<file path="src/verilog/bridge_cfg_pkg.sv">
package bridge_cfg_pkg;

  // ----------------------------------------------------------------
  // configuration dword addresses (byte address of the aligned dword)
  // ----------------------------------------------------------------
  localparam logic [7:0] CAP_DWORD_ADDR = 8'h34; // pointer + subsystem identifier
  localparam logic [7:0] BRG_DWORD_ADDR = 8'h3c; // interrupt pin + bridge control
  localparam logic [7:0] CAP_PTR_OFFSET = 8'h34;
  localparam logic [7:0] SUBSYS_OFFSET = 8'h36;
  localparam logic [7:0] INT_PIN_OFFSET = 8'h3d;
  localparam logic [7:0] BRG_CTL_OFFSET = 8'h3e;

  // ----------------------------------------------------------------
  // fixed values and reset values
  // ----------------------------------------------------------------
  localparam logic [7:0] CAP_PTR_VALUE = 8'hdc;
  localparam logic [7:0] INT_PIN_VALUE = 8'h00;
  localparam logic [15:0] SUBSYS_RESET = 16'h0000;
  localparam logic [3:0] BRG_CTL_RESET = 4'h0;

  // ----------------------------------------------------------------
  // bridge control field positions (within the 16-bit register)
  // ----------------------------------------------------------------
  localparam int BC_PERR_RESP = 0;
  localparam int BC_SERR_FWD = 1;
  localparam int BC_ISA_MODE = 2;
  localparam int BC_VGA_MODE = 3;
  localparam int BC_WIDTH = 4;

  // ----------------------------------------------------------------
  // address decode constants
  // ----------------------------------------------------------------
  localparam logic [15:0] IO_LOW64K_HI = 16'h0000; // addr[31:16] of first 64KB
  localparam logic [9:0] VGA_IO_A_LO = 10'h3b0;
  localparam logic [9:0] VGA_IO_A_HI = 10'h3bb;
  localparam logic [9:0] VGA_IO_B_LO = 10'h3c0;
  localparam logic [9:0] VGA_IO_B_HI = 10'h3df;
  localparam logic [31:0] VGA_MEM_LO = 32'h000a0000;
  localparam logic [31:0] VGA_MEM_HI = 32'h000bffff;
  localparam logic [1:0] ISA_ALIAS_FREE = 2'h0; // addr[9:8] of the first 256 bytes

  // config access kinds
  typedef enum logic [1:0] {ACC_IDLE, ACC_READ, ACC_WRITE} cfg_access_t;

endpackage

</file>
<file path="src/verilog/bridge_addr_decode.sv">
`timescale 1ns/1ps
// ------------------------------------------------------------------
// per-bus address classifier, one copy per bus side
// ------------------------------------------------------------------
module bridge_addr_decode
  import bridge_cfg_pkg::*;
(
  input wire logic [31:0] addr_i,
  input wire logic [31:0] io_base_i,
  input wire logic [31:0] io_limit_i,
  input wire logic isa_mode_i,
  input wire logic vga_mode_i,
  output logic in_io_window_o,
  output logic isa_alias_o,
  output logic vga_io_o,
  output logic vga_mem_o
);

  // ----------------------------------------------------------------
  // address classes
  // ----------------------------------------------------------------
  wire logic low64k = (addr_i[31:16] == IO_LOW64K_HI);
  wire logic [9:0] low10 = addr_i[9:0];
  // bits 15:10 are left out on purpose: vga io aliases every 1KB
  wire logic vga_io_hit = ((low10 >= VGA_IO_A_LO) && (low10 <= VGA_IO_A_HI)) ||
                          ((low10 >= VGA_IO_B_LO) && (low10 <= VGA_IO_B_HI));
  wire logic vga_mem_hit = (addr_i >= VGA_MEM_LO) && (addr_i <= VGA_MEM_HI);

  assign in_io_window_o = (addr_i >= io_base_i) && (addr_i <= io_limit_i);
  // last 768 bytes of each 1KB block, only when isa mode is on
  assign isa_alias_o = isa_mode_i && (addr_i[9:8] != ISA_ALIAS_FREE);
  assign vga_io_o = vga_mode_i && low64k && vga_io_hit;
  assign vga_mem_o = vga_mode_i && vga_mem_hit;

endmodule

</file>
<file path="src/verilog/bridge_config_ctrl_regs.sv">
`timescale 1ns/1ps
// Contract
// - capability pointer reads constant dch
// - pointer dword bits 15:8 read zero
// - subsystem identifier writable, resets zero
// - interrupt pin byte always reads zero
// - parity response off blocks perr and status
// - parity response on drives perr, sets status for bridge-mastered transfers
// - address parity serr only with response on
// - forwarding off ignores secondary serr
// - forwarding and driver enable pass serr
// - isa off forwards whole io window
// - isa on drops low-64k alias addresses
// - isa on forwards alias addresses upstream
// - vga off follows window and isa
// - vga on claims vga memory range
// - vga on claims vga io ranges
// - vga ranges ignored on secondary bus
module bridge_config_ctrl_regs
  import bridge_cfg_pkg::*;
(
  input wire logic core_clk_i,
  input wire logic reset_i,
  // configuration access
  input wire logic cfg_read_i,
  input wire logic cfg_write_i,
  input wire logic [7:0] cfg_addr_i,
  input wire logic [3:0] cfg_byte_en_n_i,
  input wire logic [31:0] cfg_wdata_i,
  output logic [31:0] cfg_rdata_o,
  output logic cfg_rvalid_o,
  // other configuration state
  input wire logic io_space_en_i,
  input wire logic mem_space_en_i,
  input wire logic serr_drv_en_i,
  input wire logic [31:0] io_base_i,
  input wire logic [31:0] io_limit_i,
  // primary transaction decode
  input wire logic [31:0] pri_addr_i,
  input wire logic pri_io_i,
  input wire logic pri_mem_i,
  output logic pri_claim_o,
  // secondary transaction decode
  input wire logic [31:0] sec_addr_i,
  input wire logic sec_io_i,
  input wire logic sec_mem_i,
  output logic sec_claim_o,
  // error events from the secondary interface
  input wire logic sec_data_perr_i,
  input wire logic sec_addr_perr_i,
  input wire logic sec_bridge_master_i,
  input wire logic sec_serr_n_i,
  output logic sec_perr_n_o,
  output logic sec_perr_oe_o,
  output logic dpar_reported_set_o,
  output logic pri_serr_n_o,
  output logic pri_serr_oe_o
);

  import bridge_cfg_pkg::*;

  // ----------------------------------------------------------------
  // registers
  // ----------------------------------------------------------------
  logic [15:0] subsys_id_ff;
  logic [BC_WIDTH-1:0] brg_ctl_ff;
  logic [31:0] rdata_ff;
  logic rvalid_ff;
  logic perr_drive_ff;
  logic dpar_set_ff;
  logic serr_drive_ff;
  logic [15:0] nxt_subsys_id;
  logic [BC_WIDTH-1:0] nxt_brg_ctl;
  logic [31:0] nxt_rdata;
  cfg_access_t access;

  // ----------------------------------------------------------------
  // access decode
  // ----------------------------------------------------------------
  wire logic [7:0] dword_addr = {cfg_addr_i[7:2], 2'b00};
  wire logic hit_cap = (dword_addr == CAP_DWORD_ADDR);
  wire logic hit_brg = (dword_addr == BRG_DWORD_ADDR);
  wire logic [3:0] be = ~cfg_byte_en_n_i;
  wire logic perr_resp = brg_ctl_ff[BC_PERR_RESP];
  wire logic serr_fwd = brg_ctl_ff[BC_SERR_FWD];
  wire logic isa_mode = brg_ctl_ff[BC_ISA_MODE];
  wire logic vga_mode = brg_ctl_ff[BC_VGA_MODE];

  // write wins over read if both are raised together
  assign access = cfg_write_i ? ACC_WRITE : (cfg_read_i ? ACC_READ : ACC_IDLE);

  // byte-lane merge; read-only bytes have no storage to touch
  assign nxt_subsys_id = {
    (hit_cap && be[3]) ? cfg_wdata_i[31:24] : subsys_id_ff[15:8],
    (hit_cap && be[2]) ? cfg_wdata_i[23:16] : subsys_id_ff[7:0]
  };
  assign nxt_brg_ctl = (hit_brg && be[2]) ? cfg_wdata_i[16 +: BC_WIDTH] : brg_ctl_ff;

  // read mux; unmapped dwords read as zero
  always_comb
  begin
    nxt_rdata = 32'h00000000;
    unique case (1'b1)
      hit_cap:
      begin
        nxt_rdata[7:0] = CAP_PTR_VALUE;
        nxt_rdata[15:8] = 8'h00;
        nxt_rdata[31:16] = subsys_id_ff;
      end
      hit_brg:
      begin
        nxt_rdata[15:8] = INT_PIN_VALUE;
        nxt_rdata[16 +: BC_WIDTH] = brg_ctl_ff;
      end
      default:
      begin
        nxt_rdata = 32'h00000000;
      end
    endcase
  end

  // ----------------------------------------------------------------
  // register storage
  // ----------------------------------------------------------------
  // configuration state
  always_ff @(posedge core_clk_i or posedge reset_i)
  begin
    if (reset_i)
    begin
      subsys_id_ff <= SUBSYS_RESET;
      brg_ctl_ff <= BRG_CTL_RESET;
    end
    else if (access == ACC_WRITE)
    begin
      subsys_id_ff <= nxt_subsys_id;
      brg_ctl_ff <= nxt_brg_ctl;
    end
  end

  // read data always come from a flop, one cycle after the request
  always_ff @(posedge core_clk_i or posedge reset_i)
  begin
    if (reset_i)
    begin
      rdata_ff <= 32'h00000000;
      rvalid_ff <= 1'b0;
    end
    else
    begin
      rvalid_ff <= (access == ACC_READ);
      if (access == ACC_READ)
      begin
        rdata_ff <= nxt_rdata;
      end
    end
  end

  assign cfg_rdata_o = rdata_ff;
  assign cfg_rvalid_o = rvalid_ff;

  // ----------------------------------------------------------------
  // transaction decode
  // ----------------------------------------------------------------
  logic pri_in_win;
  logic pri_alias;
  logic pri_vga_io;
  logic pri_vga_mem;
  logic sec_in_win;
  logic sec_alias;
  logic sec_vga_io;
  logic sec_vga_mem;

  bridge_addr_decode pri_decode (
    .addr_i(pri_addr_i),
    .io_base_i(io_base_i),
    .io_limit_i(io_limit_i),
    .isa_mode_i(isa_mode),
    .vga_mode_i(vga_mode),
    .in_io_window_o(pri_in_win),
    .isa_alias_o(pri_alias),
    .vga_io_o(pri_vga_io),
    .vga_mem_o(pri_vga_mem)
  );

  bridge_addr_decode sec_decode (
    .addr_i(sec_addr_i),
    .io_base_i(io_base_i),
    .io_limit_i(io_limit_i),
    .isa_mode_i(isa_mode),
    .vga_mode_i(vga_mode),
    .in_io_window_o(sec_in_win),
    .isa_alias_o(sec_alias),
    .vga_io_o(sec_vga_io),
    .vga_mem_o(sec_vga_mem)
  );

  // isa alias drop only applies inside the first 64KB
  wire logic pri_low64k = (pri_addr_i[31:16] == IO_LOW64K_HI);
  wire logic pri_isa_drop = pri_alias && pri_low64k;
  // window forwarding; with isa off nothing is dropped
  wire logic pri_win_fwd = pri_in_win && !pri_isa_drop;
  // vga claims bypass the window and isa mode; enables gate them
  wire logic pri_io_claim = io_space_en_i && pri_io_i && (pri_win_fwd || pri_vga_io);
  wire logic pri_mem_claim = mem_space_en_i && pri_mem_i && pri_vga_mem;
  // upstream: outside window, or an isa alias address; never a vga range
  wire logic sec_io_fwd = sec_io_i && (!sec_in_win || sec_alias) && !sec_vga_io;
  wire logic sec_mem_fwd = sec_mem_i && !sec_vga_mem;

  // claims are combinational so the bus engine sees them in the address phase
  assign pri_claim_o = pri_io_claim || pri_mem_claim;
  assign sec_claim_o = sec_io_fwd || sec_mem_fwd;

  // ----------------------------------------------------------------
  // error reporting
  // ----------------------------------------------------------------
  wire logic nxt_perr_drive = perr_resp && sec_data_perr_i;
  // status set only for transfers this bridge mastered on the secondary side
  wire logic nxt_dpar_set = nxt_perr_drive && sec_bridge_master_i;
  wire logic addr_perr_serr = perr_resp && sec_addr_perr_i;
  wire logic fwd_serr = serr_fwd && !sec_serr_n_i;
  wire logic nxt_serr_drive = serr_drv_en_i && (addr_perr_serr || fwd_serr);

  // one-cycle registered drive; open-drain style outputs
  always_ff @(posedge core_clk_i or posedge reset_i)
  begin
    if (reset_i)
    begin
      perr_drive_ff <= 1'b0;
      dpar_set_ff <= 1'b0;
      serr_drive_ff <= 1'b0;
    end
    else
    begin
      perr_drive_ff <= nxt_perr_drive;
      dpar_set_ff <= nxt_dpar_set;
      serr_drive_ff <= nxt_serr_drive;
    end
  end

  assign sec_perr_n_o = !perr_drive_ff;
  assign sec_perr_oe_o = perr_drive_ff;
  assign dpar_reported_set_o = dpar_set_ff;
  assign pri_serr_n_o = !serr_drive_ff;
  assign pri_serr_oe_o = serr_drive_ff;
endmodule
</file>
<file path="config.mk">
export PLATFORM = sky130hd
export DESIGN_NAME = bridge_config_ctrl_regs
export DESIGN_NICKNAME = d
export VERILOG_FILES = /design/src/verilog/bridge_cfg_pkg.sv /design/src/verilog/bridge_addr_decode.sv /design/src/verilog/bridge_config_ctrl_regs.sv
export SDC_FILE = /design/constraint.sdc
export NUM_CORES = 1
export LEC_CHECK = 0
export BUFFER_PORTS_ARGS = -buffer_cell sky130_fd_sc_hd__buf_2
export CORE_AREA = 2 2 103 105
export DETAILED_ROUTE_END_ITERATION = 7
export DIE_AREA = 0 0 105 107
export PLACE_DENSITY = 0.86
export SLEW_MARGIN = 5
export SYNTH_ARGS = -nofsm -noshare
export SYNTH_HDL_FRONTEND = slang
export SYNTH_SLANG_ARGS = --single-unit
</file>
<file path="constraint.sdc">
create_clock -name core_clk_i -period 2.9 [get_ports core_clk_i]
set_input_delay 0.435 -clock core_clk_i [delete_from_list [all_inputs] [get_ports core_clk_i]]
set_output_delay 0.435 -clock core_clk_i [all_outputs]
set_load 0.02 [all_outputs]
</file>
# Word level (Yosys, flattened, before mapping)
# Cells that the tools add are included.
[op_classes] addsub=0 n_mul=0 div_mod_pow=0 magnitude_cmp=16 eq_ne=4 n_shift=0 mux=5 n_bitwise=1 n_reduce_logical=54
[ops] op="greater-or-equal comparator 32 x 20 -> 1 bit, second input constant" n=2
[ops] op="greater-or-equal comparator 32 bit" n=2
[ops] op="<= comparator 32 x 20 -> 1 bit, second input constant" n=2
[ops] op="<= comparator 32 bit" n=2
[ops] op="greater-or-equal comparator 10 bit, second input constant" n=4
[ops] op="<= comparator 10 bit, second input constant" n=4
[ops] op="logical AND 1 bit" n=33
[ops] op="zero test 16 bit" n=2
[ops] op="case mux 12 bit (2 select lines)" n=1
[ops] op="equality test 6 x 4 -> 1 bit, second input constant" n=2
[ops] op="two-way mux 12 bit" n=1
[ops] op="two-way mux 8 bit" n=1
[ops] op="zero test 1 bit" n=7
[ops] op="logical OR 1 bit" n=7
[ops] op="AND reduction 2 bit" n=3
[ops] op="NOT 4 bit" n=1
[ops] op="nonzero test 2 bit" n=2
[ops] op="equality test 2 x 1 -> 1 bit, second input constant" n=1
[ops] op="equality test 2 bit, second input constant" n=1
[ops] op="two-way mux 2 bit" n=1
[ops] op="two-way mux 1 bit" n=1
[word_totals] register_bits=56 latch_bits=0 ram_bits=0 romBits=0 input_bits=187 output_inout_bits=40 word_cells=88 memories=0

# Logic depth before layout (Yosys ltp)
[depth] word_depth=8 ltp_mapped=9 depth_no_buf=9

# By module
# A second synthesis with hierarchy kept.
[unflattened] hier_cells=654 hier_area_um2=5245.0
[by_module_without_submodules] module="bridge_addr_decode" n_inst=2 cells_per_inst=242 area_per_inst_um2=1696.6 seq_area_each_um2=0.0
[by_module_without_submodules] module="bridge_config_ctrl_regs" n_inst=1 cells_per_inst=170 area_per_inst_um2=1851.8 seq_area_each_um2=1026.0

# Worst setup path before layout
# OpenSTA, ideal clock, no wires.
[synth_timing] path_kind="in2out" startpoint="input io_limit_i[11]" endpoint="output sec_claim_o" t_arrival_ns=2.085 t_required_ns=2.465 setup_slack_ns=0.380 path_stages=9 n_path_buf=0 path_cell_list="inv_1 -> ha_1 -> nand4_1 -> or4_4 -> a21oi_1 -> a211o_2 -> o31a_2 -> o21ai_2 -> a41oi_2"
[synth_via] elab_chain_cells=7
[synth_rtl] element="start: declaration" line_no="bridge_config_ctrl_regs.sv:37" rtl="input wire logic [31:0] io_limit_i,"
[synth_rtl] element="<= comparator 32 bit" line_no="bridge_addr_decode.sv:29" rtl="assign in_io_window_o = (addr_i >= io_base_i) && (addr_i <= io_limit_i);"
[synth_rtl] element="logical AND 1 bit" line_no="bridge_addr_decode.sv:29"
[synth_rtl] element="zero test 1 bit" line_no="bridge_config_ctrl_regs.sv:206" rtl="wire logic sec_io_fwd = sec_io_i && (!sec_in_win || sec_alias) && !sec_vga_io;"
[synth_rtl] element="logical OR 1 bit" line_no="bridge_config_ctrl_regs.sv:206"
[synth_rtl] element="logical AND 1 bit (2 in a row)" line_no="bridge_config_ctrl_regs.sv:206"
[synth_rtl] element="logical OR 1 bit" line_no="bridge_config_ctrl_regs.sv:211" rtl="assign sec_claim_o = sec_io_fwd || sec_mem_fwd;"
[synth_rtl] element="end: declaration" line_no="bridge_config_ctrl_regs.sv:47" rtl="output logic sec_claim_o,"
# No other way between the ends.

# Final worst setup path
[layout_timing] startpoint="input pri_addr_i[23]" endpoint="output pri_claim_o"
[layout_via] elab_chain_cells=7 word_cells_on_any_way=17 cone_classes="order compare: 4; reduce/logical: 13"
[layout_rtl] element="start: declaration" line_no="bridge_config_ctrl_regs.sv:39" rtl="input wire logic [31:0] pri_addr_i,"
[layout_rtl] element="parallel branches: the longest is 6 deep, another holds greater-or-equal comparator 32 bit"
[layout_rtl] element="logical OR 1 bit (*)" line_no="bridge_config_ctrl_regs.sv:210" rtl="assign pri_claim_o = pri_io_claim || pri_mem_claim;"
[layout_rtl] element="end: declaration" line_no="bridge_config_ctrl_regs.sv:42" rtl="output logic pri_claim_o,"
# Mark *: on every way between the ends.

==> metrics.txt <==
# TYPE chip_impl_metric gauge
chip_impl_metric{name="synth_edf_count",unit=""} 0
chip_impl_metric{name="floorplan.die_area",unit="um2"} 11200
chip_impl_metric{name="post_route_cells_drive_above_1_share",unit=""} 0.348
chip_impl_metric{name="post-route-min-period",unit="ns"} 2.94
chip_impl_metric{name="timing.final.setup_violations",unit=""} 1
chip_impl_info{name="worst_setup_path_endpoint",value="pri_claim_o"} 1
chip_impl_metric{name="postSynth.asyncResetShare",unit=""} 1.00
chip_impl_metric{name="antenna_violating_nets_post_route",unit=""} 0
chip_impl_metric{name="synth_seq_area_share",unit=""} 0.210
chip_impl_metric{name="cellInternalPower",unit="uW"} 1130
chip_impl_info{name="crit_path_category",value="primary input to output port"} 1
chip_impl_metric{name="die_height",unit="um"} 107
chip_impl_metric{name="worst_slew_pin_slew",unit="ns"} 1.08
chip_impl_metric{name="fmax",unit="GHz"} 0.340
chip_impl_info{name="synth_top_flop_cell",value="sky130_fd_sc_hd__dfrtp_1"} 1
chip_impl_metric{name="cts_num_sinks",unit=""} 41
chip_impl_metric{name="cp.arrival",unit="ns"} 2.51
chip_impl_metric{name="synth_seq_cells",unit=""} 41
chip_impl_metric{name="power-per-cell-area",unit="nW/um2"} 269
chip_impl_info{name="crit_path_start",value="pri_addr_i[23]"} 1
chip_impl_metric{name="power.sequential.fraction",unit=""} 0.358
chip_impl_metric{name="starting_density_of_the_core",unit=""} 0.485
chip_impl_metric{name="max-slew-margin-rel",unit=""} 0.281
chip_impl_metric{name="via_count",unit=""} 4976
chip_impl_metric{name="total_leakage_power",unit="uW"} 0.00358
chip_impl_metric{name="yosysTopAreaCellShare",unit=""} 0.327
chip_impl_metric{name="drv.max_cap_violation_count",unit=""} 0
chip_impl_metric{name="switchingPower",unit="uW"} 583
chip_impl_info{name="synth_common_cells",value="sky130_fd_sc_hd__ha_1, sky130_fd_sc_hd__inv_1, sky130_fd_sc_hd__nand2_1"} 1
chip_impl_metric{name="nNetsFinal",unit=""} 1093
chip_impl_info{name="synth.most_common_cell",value="sky130_fd_sc_hd__ha_1"} 1
chip_impl_metric{name="clock_power_share",unit=""} 0.244
chip_impl_metric{name="yosysUniqueCellTypes",unit=""} 48
chip_impl_metric{name="portion_of_the_clock_cycle_consumed_by_the_worst_path_in_the_final_layout",unit=""} 1.01
chip_impl_metric{name="via_to_cell_ratio",unit=""} 5.44
chip_impl_metric{name="clkLatencyLatePin",unit="ns"} 0.29
chip_impl_metric{name="globalRoute.totalOverflow",unit=""} 0
chip_impl_metric{name="wl",unit="um"} 14200
chip_impl_metric{name="io_pins",unit=""} 227
chip_impl_metric{name="area_growth_syn_to_layout",unit="%"} 29.8
chip_impl_metric{name="std_cell_rows",unit=""} 37
chip_impl_metric{name="cts-htree-levels",unit=""} 2
chip_impl_metric{name="buffer_ports.inserted",unit=""} 195
chip_impl_metric{name="switching_share",unit=""} 0.340
chip_impl_metric{name="mappedNetlistArea",unit="um2"} 4900
chip_impl_metric{name="regToRegSetupSlack",unit="ns"} 2.01
chip_impl_metric{name="insertedDiodeCount",unit=""} 0
chip_impl_metric{name="clock_skew",unit="ns"} 0.00490
chip_impl_metric{name="routabilityCongestion",unit=""} 0.958
chip_impl_info{name="outcome",value="finished with violations"} 1
chip_impl_metric{name="postCtsHoldBufs",unit=""} 0
chip_impl_metric{name="antenna_found_initial",unit=""} 0
chip_impl_metric{name="grt_start_max_net_pins",unit=""} 36
chip_impl_metric{name="power.ir.vdd_worst",unit="mV"} 0.387
chip_impl_metric{name="final_instance_area",unit="um2"} 6360
chip_impl_metric{name="dp_hpwl",unit="um"} 12200
chip_impl_metric{name="rr_worst_depth",unit=""} 2
chip_impl_info{name="timing.critical_path.from_type",value="primary input"} 1
chip_impl_metric{name="fp.dieW",unit="um"} 105
chip_impl_metric{name="grt_first_pass_wirelength",unit="um"} 22900
chip_impl_metric{name="first_global_vias",unit=""} 5078
chip_impl_info{name="failed_checks",value="setup timing"} 1
chip_impl_metric{name="ys_warn_count",unit=""} 0
chip_impl_info{name="ys_top_cells_by_area",value="sky130_fd_sc_hd__ha_1, sky130_fd_sc_hd__dfrtp_1, sky130_fd_sc_hd__inv_1"} 1
chip_impl_metric{name="post_dp_cell_area",unit="um2"} 6060
chip_impl_info{name="critical_path.endpoint_type",value="output port"} 1
chip_impl_metric{name="floorplan.core_area",unit="um2"} 10100
chip_impl_metric{name="wl_per_cell",unit="um"} 15.5
chip_impl_metric{name="cts-buffers-inserted",unit=""} 5
chip_impl_info{name="hold_path_class",value="primary input to asynchronous set/reset pin"} 1
chip_impl_info{name="cts.root.buffer_cell",value="sky130_fd_sc_hd__clkbuf_8"} 1
chip_impl_metric{name="pre_cts_slack",unit="ns"} -0.192
chip_impl_metric{name="final_core_utilization",unit=""} 0.630
chip_impl_metric{name="p_total",unit="uW"} 1710
chip_impl_metric{name="drt-pass1-iter-count",unit=""} 4
chip_impl_metric{name="syn_avg_cell_area",unit="um2"} 8.62
chip_impl_metric{name="required",unit="ns"} 2.47
chip_impl_metric{name="total_global_routing_track_utilization",unit=""} 0.253
chip_impl_metric{name="syn_inst_count",unit=""} 568
chip_impl_metric{name="cts.path.max_buffers",unit=""} 2
chip_impl_info{name="grt_setup_unrepaired",value="yes"} 1
chip_impl_metric{name="finalWorstSetupSlack",unit="ns"} -0.0410
chip_impl_info{name="worstReg2RegEnd",value="cfg_rdata_o[18]"} 1
chip_impl_info{name="tritoncts_clock_tree",value="done"} 1
chip_impl_metric{name="cp_max_fo",unit=""} 3
chip_impl_metric{name="hold_viol_final",unit=""} 0
chip_impl_metric{name="path_clk_slew",unit="ns"} 0.08
chip_impl_metric{name="post-route-drc-count",unit=""} 0
chip_impl_info{name="r2r_start",value="brg_ctl_ff[2]"} 1
chip_impl_info{name="synth_area_leader_cell",value="sky130_fd_sc_hd__ha_1"} 1
chip_impl_metric{name="initialDrtViolationCount",unit=""} 211
chip_impl_metric{name="maxSlewViolCount",unit=""} 0
chip_impl_metric{name="combinational_cell_fraction_of_total_power",unit=""} 0.398
## stage by stage
stage	hold WS, ns	cells	setup TNS [ns]
after floorplan	0.479	578	0
after CTS	0.269	915	0
after detailed placement	0.465	903	-0.192
after global routing	0.302	915	-0.100
after global placement	0.455	903	-0.247
final	0.241	915	-0.0410
## metal layers
metal / GRT usage / up-vias / part of all wire
li1: - / 2460 / -
met1: 0.291 / 2270 / 0.40
met2: 0.443 / 198 / 0.47
met3: 0.0602 / 48 / 0.082
met4: 0.116 / 0 / 0.043
met5: 0 / - / 0
## sequential cells by signal, indices dropped and copies added, names as in the netlist
name and count:
brg_ctl_ff 4, cfg_rdata_o 17, cfg_rvalid_o 1, dpar_reported_set_o 1, pri_serr_oe_o 1, sec_perr_oe_o 1, subsys_id_ff 16
## what timing repair did
action                                 in CTS  in global routing
resized for setup                          19                 10
setup endpoints to repair                   1                  2
gates cloned                                0                  0
pin swaps                                   8                  6
buffers inserted                            4                  0
endpoints found under the hold margin       0                  0
## worst min-delay path by stage
stage,startpoint,end,slack (ns),depth (start not counted)
floorplan,subsys_id_ff[0],subsys_id_ff[0],0.48,1
global placement,cfg_rdata_o[16],cfg_rdata_o[16],0.45,2
detailed placement,cfg_rdata_o[24],cfg_rdata_o[24],0.46,2
CTS,reset_i,pri_serr_oe_o,0.27,2
global route,reset_i,pri_serr_oe_o,0.30,2
finish,reset_i,pri_serr_oe_o,0.24,2
## layout by cell type, fill, tap and decap left out, drive strengths merged, types with 3 or more instances in the layout
master	n
mux2	21
a211oi	8
inv	71
a21o	12
nor2	15
and3	3
and4	3
buf	214
ha	128
a21oi	47
nand2	63
nand3	9
nand4	23
clkbuf	7
o211ai	4
conb	11
nor3	7
mux2i	4
nand2b	5
o21ai	35
nor4	6
o31ai	7
nor2b	7
dfrtp	41
nor4b	4
## cell families (layout without fill, tap and decap cells)
logic type / Yosys count / in the layout / synth area share
AOI/OAI and AO/OA: 128 / 128 / 0.160
muxes: 25 / 25 / 0.0565
and+or+nand+nor: 154 / 154 / 0.165
adders and majority gates: 128 / 128 / 0.327
other: 1 / 11 / 0.000766
DFF: 41 / 41 / 0.210
buffers and inverters: 91 / 292 / 0.0812
## worst max-delay path, stage by stage
cell and delay, ns:
sky130_fd_sc_hd__buf_4 0.13, sky130_fd_sc_hd__ha_4 0.26, sky130_fd_sc_hd__nand4_1 0.16, sky130_fd_sc_hd__nor4_2 0.39, sky130_fd_sc_hd__buf_4 0.17, sky130_fd_sc_hd__nor4b_4 0.25, sky130_fd_sc_hd__nand2_1 0.10, sky130_fd_sc_hd__o41ai_2 0.06
sky130_fd_sc_hd__nor4b_1 0.09, sky130_fd_sc_hd__a41oi_1 0.23, sky130_fd_sc_hd__buf_2 0.21
## power groups by stage
stage | Sequential (uW) | Combinational [uW] | Clock [uW]
final | 613 | 681 | 418
after global routing | 617 | 774 | 448
after CTS | 614 | 658 | 423
after detailed placement | 625 | 637 | 0
after global placement | 623 | 616 | 0
after floorplan | 623 | 383 | 0
## final cells by class
cell class | count | area (um2)
well taps | 136 | 170
multi-input cells | 446 | 3640
fillers | 860 | 3740
inverters | 70 | 263
clock buffers | 7 | 96.3
clock inverters | 1 | 8.76
flip-flops and latches | 41 | 1030
repair buffers | 214 | 1150
Note: power is estimated with default switching activity, not from simulation.
